$ cat src/sdtr_pkg.sv
// constants, command codes and register map of the dram cycle timing block
package sdtr_pkg;

    // clocking of the block
    localparam int PCLK_PERIOD_PS      = 50000;              // 20 mhz register clock

    // write leveling feedback: longest times, rounded down, at least one cycle
    localparam int LEVEL_FB_PS         = 9000;               // 9 ns standard grades
    localparam int LEVEL_FB_FAST_PS    = 7500;               // 7.5 ns fastest grade
    localparam int LEVEL_FB_CYC_RAW    = LEVEL_FB_PS / PCLK_PERIOD_PS;
    localparam int LEVEL_FB_FAST_RAW   = LEVEL_FB_FAST_PS / PCLK_PERIOD_PS;
    localparam int LEVEL_FB_CYC        = (LEVEL_FB_CYC_RAW < 1) ? 1 : LEVEL_FB_CYC_RAW;
    localparam int LEVEL_FB_FAST_CYC   = (LEVEL_FB_FAST_RAW < 1) ? 1 : LEVEL_FB_FAST_RAW;

    // link side timing, in picoseconds and link clock cycles
    localparam logic [17:0] ROW_ACTIVE_MIN_PS  = 18'h088B8;  // 35 ns default row active time
    localparam logic [15:0] WRITE_RECOVERY_PS  = 16'h3A98;   // 15 ns
    localparam logic [2:0]  WR_MIN_CK          = 3'h4;       // 4 ck floor with delay loop off
    localparam logic [5:0]  WR_START_FULL      = 6'h04;      // eight beat or on-the-fly chop
    localparam logic [5:0]  WR_START_CHOP      = 6'h02;      // chop fixed by mode register
    localparam logic [2:0]  WIN_LEN_FULL       = 3'h4;       // strobe window ck, eight beats
    localparam logic [2:0]  WIN_LEN_CHOP       = 3'h2;       // strobe window ck, four beats

    // register map, byte addresses
    localparam logic [7:0] ADDR_CTRL   = 8'h00;
    localparam logic [7:0] ADDR_LAT    = 8'h04;
    localparam logic [7:0] ADDR_TCK    = 8'h08;
    localparam logic [7:0] ADDR_STATUS = 8'h0C;

    // field positions
    localparam int CTRL_LEVEL_EN  = 0;
    localparam int CTRL_DELAY_LOOP_DISABLED   = 1;
    localparam int CTRL_FAST      = 2;
    localparam int CTRL_CHOP_FIX  = 3;
    localparam int LAT_CL_LSB     = 0;
    localparam int LAT_AL_LSB     = 8;
    localparam int LAT_WL_LSB     = 16;
    localparam int STAT_PEND_LSB  = 8;
    localparam int STAT_WR_BUSY   = 16;
    localparam int STAT_LEVEL_FB  = 17;

    // reset values
    localparam logic [3:0]  CTRL_RESET = 4'h0;
    localparam logic [4:0]  CL_RESET   = 5'h06;
    localparam logic [4:0]  AL_RESET   = 5'h00;
    localparam logic [4:0]  WL_RESET   = 5'h05;
    localparam logic [15:0] TCK_RESET  = 16'h09C4;           // 2500 ps link period

    // command codes on the command pins
    typedef enum logic [2:0] {
        SDTR_NOP = 3'h0, SDTR_ACT = 3'h1, SDTR_RD = 3'h2, SDTR_RDA = 3'h3,
        SDTR_WR  = 3'h4, SDTR_WRA = 3'h5, SDTR_PRE = 3'h6, SDTR_MRW = 3'h7
    } sdtr_cmd_t;

endpackage : sdtr_pkg

$ cat src/sdtr_timing.sv
// dram side timing engine: leveling feedback, read strobe window, auto precharge, write recovery
`timescale 1ns/1ps
`default_nettype none
module sdtr_timing
    import sdtr_pkg::*;
(
    input  wire logic        pclk,
    input  wire logic        presetn,
    input  wire logic        psel,
    input  wire logic        penable,
    input  wire logic        pwrite,
    input  wire logic [7:0]  paddr,
    input  wire logic [31:0] pwdata,
    output logic             pready,
    output logic [31:0]      prdata,
    output logic             pslverr,
    input  wire logic        ck,
    input  wire logic [2:0]  cmd_pin,
    input  wire logic [2:0]  bank_pin,
    input  wire logic        otf_chop_pin,
    input  wire logic        dqs_pin,
    output logic             dq0_o,
    output logic             dq0_oe,
    output logic             read_strobe_window,
    output logic             wr_recovery_start,
    output logic [7:0]       precharge_done
);
    import sdtr_pkg::*;

    typedef struct packed {
        logic [2:0]        ck_sy;        // [0] first stage, [2] previous level
        logic [1:0]        dqs_sy;
        logic              dqs_prev;
        logic [2:0]        cmd_s1, cmd_s2, bank_s1, bank_s2;
        logic              chop_s1, chop_s2;
        logic [3:0]        ctrl;
        logic [4:0]        cl, al, wl;
        logic [15:0]       tck;
        logic [31:0]       rdata;
        logic              slverr;
        logic              fb_val, fb_oe;
        logic [5:0]        rd_wait;
        logic              rd_armed, rd_chop;
        logic [2:0]        win_len;
        logic [5:0]        wr_wait;
        logic              wr_armed, wr_busy, wr_start;
        logic [15:0]       wr_acc;
        logic [2:0]        wr_cnt;
        logic [7:0]        act, pend, pend_wr, pre_done;
        logic [7:0][17:0]  ras_acc;
    } sdtr_state_t;

    sdtr_state_t q, d;
    logic        ck_rise, dqs_rise, wr_ok, unmapped;
    logic [7:0]  ras_met;
    logic [5:0]  rd_lat;

    // address decode, used by the write decode and the error answer
    function automatic logic sdtr_mapped(input logic [7:0] a);
        sdtr_mapped = (a == ADDR_CTRL) || (a == ADDR_LAT) || (a == ADDR_TCK) || (a == ADDR_STATUS);
    endfunction

    // edge finders on the synchronised link pins, never on the first stage
    assign ck_rise  = q.ck_sy[1] & ~q.ck_sy[2];
    assign dqs_rise = q.dqs_sy[1] & ~q.dqs_prev;
    assign unmapped = ~sdtr_mapped(paddr);
    assign wr_ok    = ~q.wr_busy & ~q.wr_armed;

    // read strobe window start: one ck earlier with the delay loop off
    assign rd_lat = q.ctrl[CTRL_DELAY_LOOP_DISABLED] ? 6'({1'b0, q.cl} + {1'b0, q.al} - 6'h01)
                                         : 6'({1'b0, q.cl} + {1'b0, q.al});

    // row active time met per bank, elapsed ps against the picosecond limit
    always_comb begin
        for (int b = 0; b < 8; b++) begin
            ras_met[b] = (q.ras_acc[b] >= ROW_ACTIVE_MIN_PS);
        end
    end

    // next state of the whole block
    always_comb begin
        logic [18:0] rsum;
        logic [16:0] wsum;
        logic        is_rd, is_wr;
        logic [2:0]  bk;
        rsum  = 19'h00000;
        wsum  = 17'h00000;
        d     = q;
        bk    = q.bank_s2;
        is_rd = ck_rise && ((q.cmd_s2 == SDTR_RD) || (q.cmd_s2 == SDTR_RDA));
        is_wr = ck_rise && ((q.cmd_s2 == SDTR_WR) || (q.cmd_s2 == SDTR_WRA));
        // two-flop synchronisers for every pin from the link
        d.ck_sy    = {q.ck_sy[1], q.ck_sy[0], ck};
        d.dqs_sy   = {q.dqs_sy[0], dqs_pin};
        d.dqs_prev = q.dqs_sy[1];
        d.cmd_s1   = cmd_pin;
        d.cmd_s2   = q.cmd_s1;
        d.bank_s1  = bank_pin;
        d.bank_s2  = q.bank_s1;
        d.chop_s1  = otf_chop_pin;
        d.chop_s2  = q.chop_s1;
        d.pre_done = 8'h00;
        d.wr_start = 1'b0;

        // apb: read data and error prepared in the setup cycle
        if (psel && !penable) begin
            d.slverr = unmapped;
            case (paddr)
                ADDR_CTRL:   d.rdata = {28'h0000000, q.ctrl};
                ADDR_LAT:    d.rdata = {11'h000, q.wl, 3'h0, q.al, 3'h0, q.cl};
                ADDR_TCK:    d.rdata = {16'h0000, q.tck};
                ADDR_STATUS: d.rdata = {14'h0000, q.fb_val, q.wr_busy, q.pend, q.act};
                default:     d.rdata = 32'h00000000;
            endcase
        end
        if (psel && penable && pwrite && !unmapped) begin
            case (paddr)
                ADDR_CTRL: d.ctrl = pwdata[3:0];
                ADDR_LAT: begin
                    d.cl = pwdata[LAT_CL_LSB +: 5];
                    d.al = pwdata[LAT_AL_LSB +: 5];
                    d.wl = pwdata[LAT_WL_LSB +: 5];
                end
                ADDR_TCK:  d.tck = pwdata[15:0];
                default:   d.tck = q.tck;
            endcase
        end

        // write leveling: strobe edge samples the link clock onto the data pin
        d.fb_oe = q.ctrl[CTRL_LEVEL_EN];
        if (q.ctrl[CTRL_LEVEL_EN] && dqs_rise) begin
            d.fb_val = q.ck_sy[1];
        end

        // read strobe window countdown in link cycles
        if (ck_rise && q.rd_armed) begin
            d.rd_wait = q.rd_wait - 6'h01;
            if (q.rd_wait == 6'h01) begin
                d.rd_armed = 1'b0;
                d.win_len  = q.rd_chop ? WIN_LEN_CHOP : WIN_LEN_FULL;
            end
        end else if (ck_rise && q.win_len != 3'h0) begin
            d.win_len = q.win_len - 3'h1;
        end
        if (is_rd) begin
            d.rd_chop = q.chop_s2;
            if (rd_lat == 6'h00) begin
                d.win_len = q.chop_s2 ? WIN_LEN_CHOP : WIN_LEN_FULL;
            end else begin
                d.rd_armed = 1'b1;
                d.rd_wait  = rd_lat;
            end
        end

        // write recovery: wait, then accumulate elapsed ps and ck
        if (ck_rise && q.wr_armed) begin
            d.wr_wait = q.wr_wait - 6'h01;
            if (q.wr_wait == 6'h01) begin
                d.wr_armed = 1'b0;
                d.wr_busy  = 1'b1;
                d.wr_start = 1'b1;
                d.wr_acc   = 16'h0000;
                d.wr_cnt   = 3'h0;
            end
        end else if (ck_rise && q.wr_busy) begin
            wsum     = {1'b0, q.wr_acc} + {1'b0, q.tck};
            d.wr_acc = wsum[16] ? 16'hFFFF : wsum[15:0];
            d.wr_cnt = (q.wr_cnt == WR_MIN_CK) ? q.wr_cnt : q.wr_cnt + 3'h1;
            if (d.wr_acc >= WRITE_RECOVERY_PS
                && (!q.ctrl[CTRL_DELAY_LOOP_DISABLED] || d.wr_cnt >= WR_MIN_CK)) begin
                d.wr_busy = 1'b0;
            end
        end
        if (is_wr) begin
            d.wr_armed = 1'b1;
            d.wr_busy  = 1'b0;
            d.wr_wait  = 6'({1'b0, q.wl}
                       + (q.ctrl[CTRL_CHOP_FIX] ? WR_START_CHOP : WR_START_FULL));
        end

        // banks: elapsed ps since activate, auto precharge held until met
        for (int b = 0; b < 8; b++) begin
            if (ck_rise && q.act[b]) begin
                rsum         = {1'b0, q.ras_acc[b]} + {3'h0, q.tck};
                d.ras_acc[b] = rsum[18] ? 18'h3FFFF : rsum[17:0];
            end
            if (q.pend[b] && ras_met[b] && (!q.pend_wr[b] || wr_ok)) begin
                d.act[b]      = 1'b0;
                d.pend[b]     = 1'b0;
                d.pre_done[b] = 1'b1;
            end
        end
        if (ck_rise) begin
            case (sdtr_cmd_t'(q.cmd_s2))
                SDTR_ACT: begin
                    d.act[bk]     = 1'b1;
                    d.ras_acc[bk] = 18'h00000;
                end
                SDTR_RDA, SDTR_WRA: begin
                    d.pend[bk]    = 1'b1;
                    d.pend_wr[bk] = (q.cmd_s2 == SDTR_WRA);
                end
                SDTR_PRE: d.act[bk] = 1'b0;
                default:  d.act = d.act;
            endcase
        end
    end

    // single state register
    always_ff @(posedge pclk or negedge presetn) begin
        if (!presetn) begin
            q       <= '0;
            q.ctrl  <= CTRL_RESET;
            q.cl    <= CL_RESET;
            q.al    <= AL_RESET;
            q.wl    <= WL_RESET;
            q.tck   <= TCK_RESET;
        end else begin
            q <= d;
        end
    end

    // outputs
    assign pready             = 1'b1;
    assign prdata             = q.rdata;
    assign pslverr            = q.slverr;
    assign dq0_o              = q.fb_val;
    assign dq0_oe             = q.fb_oe;
    assign read_strobe_window = (q.win_len != 3'h0);
    assign wr_recovery_start  = q.wr_start;
    assign precharge_done     = q.pre_done;

    // command seen at a detected link clock rise, for the checks below
    logic is_rd_chk, is_wr_chk;
    assign is_rd_chk = ck_rise && (q.cmd_s2 == SDTR_RD || q.cmd_s2 == SDTR_RDA);
    assign is_wr_chk = ck_rise && (q.cmd_s2 == SDTR_WR || q.cmd_s2 == SDTR_WRA);

    // checks
    level_fb_capture_a: assert property (@(posedge pclk) disable iff (!presetn)
        (q.ctrl[CTRL_LEVEL_EN] && dqs_rise) |=> (dq0_o == $past(q.ck_sy[1])) && dq0_oe)
        else $error("leveling feedback not returned in one cycle");
    rd_window_load_a: assert property (@(posedge pclk) disable iff (!presetn)
        (is_rd_chk && q.ctrl[CTRL_DELAY_LOOP_DISABLED] && rd_lat != 6'h00)
            |=> q.rd_armed && (q.rd_wait == 6'($past(q.cl) + $past(q.al) - 5'h01)))
        else $error("read window delay not cas plus additive minus one");
    rd_window_open_a: assert property (@(posedge pclk) disable iff (!presetn)
        (ck_rise && q.rd_armed && q.rd_wait == 6'h01) |=> read_strobe_window)
        else $error("read window did not open at end of delay");
    ras_accumulate_a: assert property (@(posedge pclk) disable iff (!presetn)
        (ck_rise && q.act[3] && !q.ras_acc[3][17] && !(q.cmd_s2 == SDTR_ACT && q.bank_s2 == 3'h3))
            |=> q.ras_acc[3] == 18'($past(q.ras_acc[3]) + $past(q.tck)))
        else $error("row active time not accumulated by link period");
    ap_holdoff_a: assert property (@(posedge pclk) disable iff (!presetn)
        (|q.pre_done) |-> ((q.pre_done & ~$past(ras_met)) == 8'h00))
        else $error("auto precharge before row active time");
    wr_start_chop_a: assert property (@(posedge pclk) disable iff (!presetn)
        (is_wr_chk && q.ctrl[CTRL_CHOP_FIX]) |=> q.wr_wait == 6'($past(q.wl) + 5'h02))
        else $error("fixed chop write recovery start not latency plus two");
    wr_start_full_a: assert property (@(posedge pclk) disable iff (!presetn)
        (is_wr_chk && !q.ctrl[CTRL_CHOP_FIX]) |=> q.wr_wait == 6'($past(q.wl) + 5'h04))
        else $error("write recovery start not latency plus four");
    wr_recovery_len_a: assert property (@(posedge pclk) disable iff (!presetn)
        ($fell(q.wr_busy) && !$past(q.wr_armed) && !q.wr_armed)
            |-> ($past(q.wr_acc) + 16'($past(q.tck)) >= WRITE_RECOVERY_PS || $past(q.wr_acc) == 16'hFFFF
                 || q.wr_acc >= WRITE_RECOVERY_PS))
        else $error("write recovery ended before 15 ns");
    unmapped_err_a: assert property (@(posedge pclk) disable iff (!presetn)
        (psel && !penable && unmapped) |=> pslverr && prdata == 32'h00000000)
        else $error("unmapped address not refused");

    rd_window_c: cover property (@(posedge pclk) disable iff (!presetn) $rose(read_strobe_window));
    ap_done_c:   cover property (@(posedge pclk) disable iff (!presetn) |q.pre_done);
    level_c:     cover property (@(posedge pclk) disable iff (!presetn) q.ctrl[CTRL_LEVEL_EN] && dqs_rise);
    wr_rec_c:    cover property (@(posedge pclk) disable iff (!presetn) $fell(q.wr_busy));

endmodule : sdtr_timing
`default_nettype wire

$ cat config.mk
export PLATFORM = sky130hd
export DESIGN_NAME = sdtr_timing
export DESIGN_NICKNAME = d
export VERILOG_FILES = /design/src/sdtr_pkg.sv /design/src/sdtr_timing.sv
export SDC_FILE = /design/constraint.sdc
export NUM_CORES = 1
export LEC_CHECK = 0
export BUFFER_PORTS_ARGS = -buffer_cell sky130_fd_sc_hd__buf_2
export CORE_MARGIN = 2
export CORE_UTILIZATION = 55
export DETAILED_ROUTE_END_ITERATION = 12
export GPL_ROUTABILITY_DRIVEN = 0
export PLACE_DENSITY_LB_ADDON = 0.1
export SLEW_MARGIN = 20
export SYNTH_ARGS = -nofsm -noshare
export SYNTH_HDL_FRONTEND = slang
export SYNTH_SLANG_ARGS = --single-unit
$ cat constraint.sdc
create_clock -name pclk -period 3.91 [get_ports pclk]
set_input_delay 0.391 -clock pclk [delete_from_list [all_inputs] [get_ports pclk]]
set_output_delay 0.391 -clock pclk [all_outputs]
set_load 0.03 [all_outputs]
==> summary.txt <==
status -> finished, final reports clean
Synth Area in Adders -> 0.1127
CTS root buf -> clkbuf_16
Least-Margin Pin Slew -> 1052 ps
antenna violations before repair -> 0
global-route wire length before repair -> 88120 µm
Layout area overhead -> 10.90%
vias in the first global route -> 16325
Critical Path AT -> 3980 ps
clock buffer depth -> 3
HP Start -> pwdata[15]
worst hold-check path type -> in -> reg
multiplexer share of the synthesized area -> 0.03643
Worst Hold Endpoint -> q[265]$_DFFE_PN0P_
r2r worst-path depth -> 13
syn_area_per_cell -> 9.374 µm²
YS warnings -> 0
CTS sink cnt -> 294
Worst Skew -> 25.11 ps
Final Util -> 0.6177
share of layout cells above drive strength 1 -> 0.1445
Compound-Gate Fraction of Synth Area -> 0.2460
die width -> 193.3 µm
largest net degree at the start of global routing -> 87
Pwr Density -> 578.4 mW/mm²
worst-skew pair later-pin latency -> 550 ps
drt wl/cell -> 20.35 µm
All-Layer GR Usage -> 0.2892
crit-path max FO -> 16
vias per inst -> 6.247
Hold WS -> 68.01 ps
XOR/XNOR Fraction of Synth Area -> 0.05553
Critical Path RT -> 4370 ps
Peak Freq -> 284.5 MHz
post-route clock period utilization -> 0.8991
post-layout minimum cycle time -> 3515 ps
r2r setup slk -> 390 ps
routed vias -> 16673
LEAKAGE -> 10.17 nW
Max-Cap Viols -> 0
Mapped Cells -> 2103
Top FF cell, synth -> dfrtp_1
final instance area -> 0.02186 mm²
Starting Density -> 0.5569
reg2reg end -> q[99]$_DFF_PN0_
gr ovfl total -> 0
final wirelength -> 54300 µm
RR Startpoint -> q[250]$_DFFE_PN0P_
number of DRC markers in iteration 0 -> 1277
Post-Synth Simple-Gate Area -> 0.1305
final setup TNS -> 0 ps
unrepaired setup endpoints after global routing -> no
Final Hold Vio Count -> 0
IO Pins -> 100
Die ar. -> 0.03737 mm²
asr flop ratio synth -> 1.000
ANT cells -> 0
Synth cell types -> 81
Slew HR -> 0.2942
nets -> 2404
DR DRC count -> 0
Max rail drop VDD -> 0.3345 mV
largest family of logic cells by synthesized area -> compound AO/OA/AOI/OAI gates
Core Region -> 0.03540 mm²
antenna viol nets, final -> 0
clock buffer count from CTS -> 37
Area after DPL -> 0.02053 mm²
setup violation total in the final timing report -> 0
Synth Register Bits -> 294
Pre-Repair DR Iteration Count -> 6
Seq/Total Area, Yosys -> 0.3738
H-tree Lvls -> 2
Setup CP Type -> reg -> reg
CTS tree -> done
number of buffers added for setup after CTS -> 0
Crit. End Element -> flop
Die Y -> 193.3 µm
num rows -> 69
WHS Path Cells -> 2
Reg clk slew, reported paths -> 60 ps
Post-synth EDFFs -> 0
Cell Area, Synth -> 0.01971 mm²
Startpoint Class -> flop
hpwl dp -> 37620 µm
PortBufs -> 76
final-report max-slew violation count -> 0
[registers in the layout, summed over array words and instances, names as in the netlist, named ones only]
name               flops
wr_recovery_start      1
d                     12
dq0_o                  1
prdata                21
dq0_oe                 1
q                    241
precharge_done         8
pslverr                1
[cell type report]
cell class,count,area [µm²]
Clock buffer,48,1017
Clock inverter,20,210.2
Fill cell,3012,13530
Inverter,89,334.1
Multi-Input combinational cell,1629,11510
Sequential cell,294,7368
Tap cell,461,576.8
Timing Repair Buffer,128,843.3
[critical path: stages, from the launching register on]
cell      delay, ps
dfrtp_1         750
buf_4           260
ha_1            200
inv_1            70
fa_1            400
nor2b_1         160
o31a_1          240
o41ai_2         100
a211oi_1        300
o21ai_1         120
and2_1          190
o211ai_2        160
buf_4           260
o221a_2         230
[where the power goes]
group	internal [W]	total [W]	switching, W
sequential	0.00394	0.00468	0.000743
clock	0.00205	0.00346	0.00141
combinational	0.00208	0.00450	0.00242
[what timing repair did]
item                      4_1_cts  5_1_grt
hold buffers                   10        0
hold endpoints to repair       59        0
resized for setup               0        0
[cells in the final DEF, fill, tap and decap left out, types with 11 or more instances in the layout]
cell	netlist	final
mux2i_1	11	11
o22ai_1	24	24
a21oi_1	198	198
ha_1	160	160
buf_2	8	75
buf_4	42	39
xnor2_1	81	81
nand2b_1	21	21
o21ai_1	16	16
nand3_1	53	53
a21boi_0	14	14
a21o_1	41	41
xor2_1	44	44
o21bai_1	18	18
a31oi_1	11	11
nor2_1	131	131
and3_1	22	22
o21a_1	27	27
nor2b_1	28	27
fa_1	11	11
nand3b_1	13	13
clkinv_2	0	11
o21ai_0	206	206
o221a_2	54	54
mux2_2	46	46
nand4_1	16	16
conb_1	2	12
nor3b_1	12	12
dfrtp_1	285	285
and2_1	15	15
inv_1	89	89
clkbuf_16	0	37
a221oi_1	12	12
nor3_1	53	53
nand2_1	126	126
[through the flow]
step                      cells  setup WS, ps  power (W)
final                      2669         394.7    0.01265
after global routing       2669         135.4    0.01351
after CTS                  2669         418.0    0.01266
after detailed placement   2591         452.7   0.009138
after global placement     2591         526.3   0.008949
after floorplan            2113         978.8   0.008115
[routing by layer]
| metal | share of wire | up-vias | global-route usage |
|---|---|---|---|
| met5 | 0 | - | 0 |
| met2 | 0.46 | 497 | 0.4640 |
| met1 | 0.46 | 8172 | 0.4121 |
| met4 | 0.030 | 0 | 0.09302 |
| met3 | 0.051 | 91 | 0.03086 |
| li1 | - | 7913 | - |
[cells in the mapped netlist (11+ instances only)]
cell      number  share of area
o21ai_1       16         0.0041
nand3_1       53          0.013
a21oi_1      198          0.050
xnor2_1       81          0.036
mux2_2        46          0.026
a221oi_1      12         0.0053
buf_4         42          0.016
a21boi_0      14         0.0053
o21a_1        27          0.010
ha_1         160           0.10
inv_1         89          0.017
dfrtp_1      285           0.36
o22ai_1       24         0.0076
nand3b_1      13         0.0050
nor2_1       131          0.025
and3_1        22         0.0070
and2_1        15         0.0048
nor3b_1       12         0.0046
nand2_1      126          0.024
mux2i_1       11         0.0056
a21o_1        41          0.016
fa_1          11          0.011
clkbuf_1      49         0.0093
o21ai_0      206          0.052
xor2_1        44          0.020
o21bai_1      18         0.0069
a31oi_1       11         0.0035
nor3_1        53          0.013
nand2b_1      21         0.0067
nand4_1       16         0.0051
nor2b_1       28         0.0089
o221a_2       54          0.031
[cell families after synthesis]
| logic type | count (synthesis) |
|---|---|
| buffers and inverters | 190 |
| other | 2 |
| AND/OR/NAND/NOR | 525 |
| AO/OA/AOI/OAI | 735 |
| XOR/XNOR | 125 |
| adder cells (fa/ha/maj) | 171 |
| flip-flops | 294 |
| multiplexers | 61 |
[how the worst max path moves through the flow]
stage	from	to	slack, ps	cells past startpoint
after global placement	q[250]$_DFFE_PN0P_	q[194]$_DFFE_PN0P_	530	9
after floorplan	q[251]$_DFFE_PN0P_	q[100]$_DFF_PN0_	980	11
after CTS	q[250]$_DFFE_PN0P_	q[5]$_DFF_PN0_	420	11
after detailed placement	q[250]$_DFFE_PN0P_	q[5]$_DFF_PN0_	450	11
final	q[250]$_DFFE_PN0P_	q[99]$_DFF_PN0_	390	13
after global routing	q[250]$_DFFE_PN0P_	q[98]$_DFF_PN0_	140	13
Power figures use the tool's default switching activity.
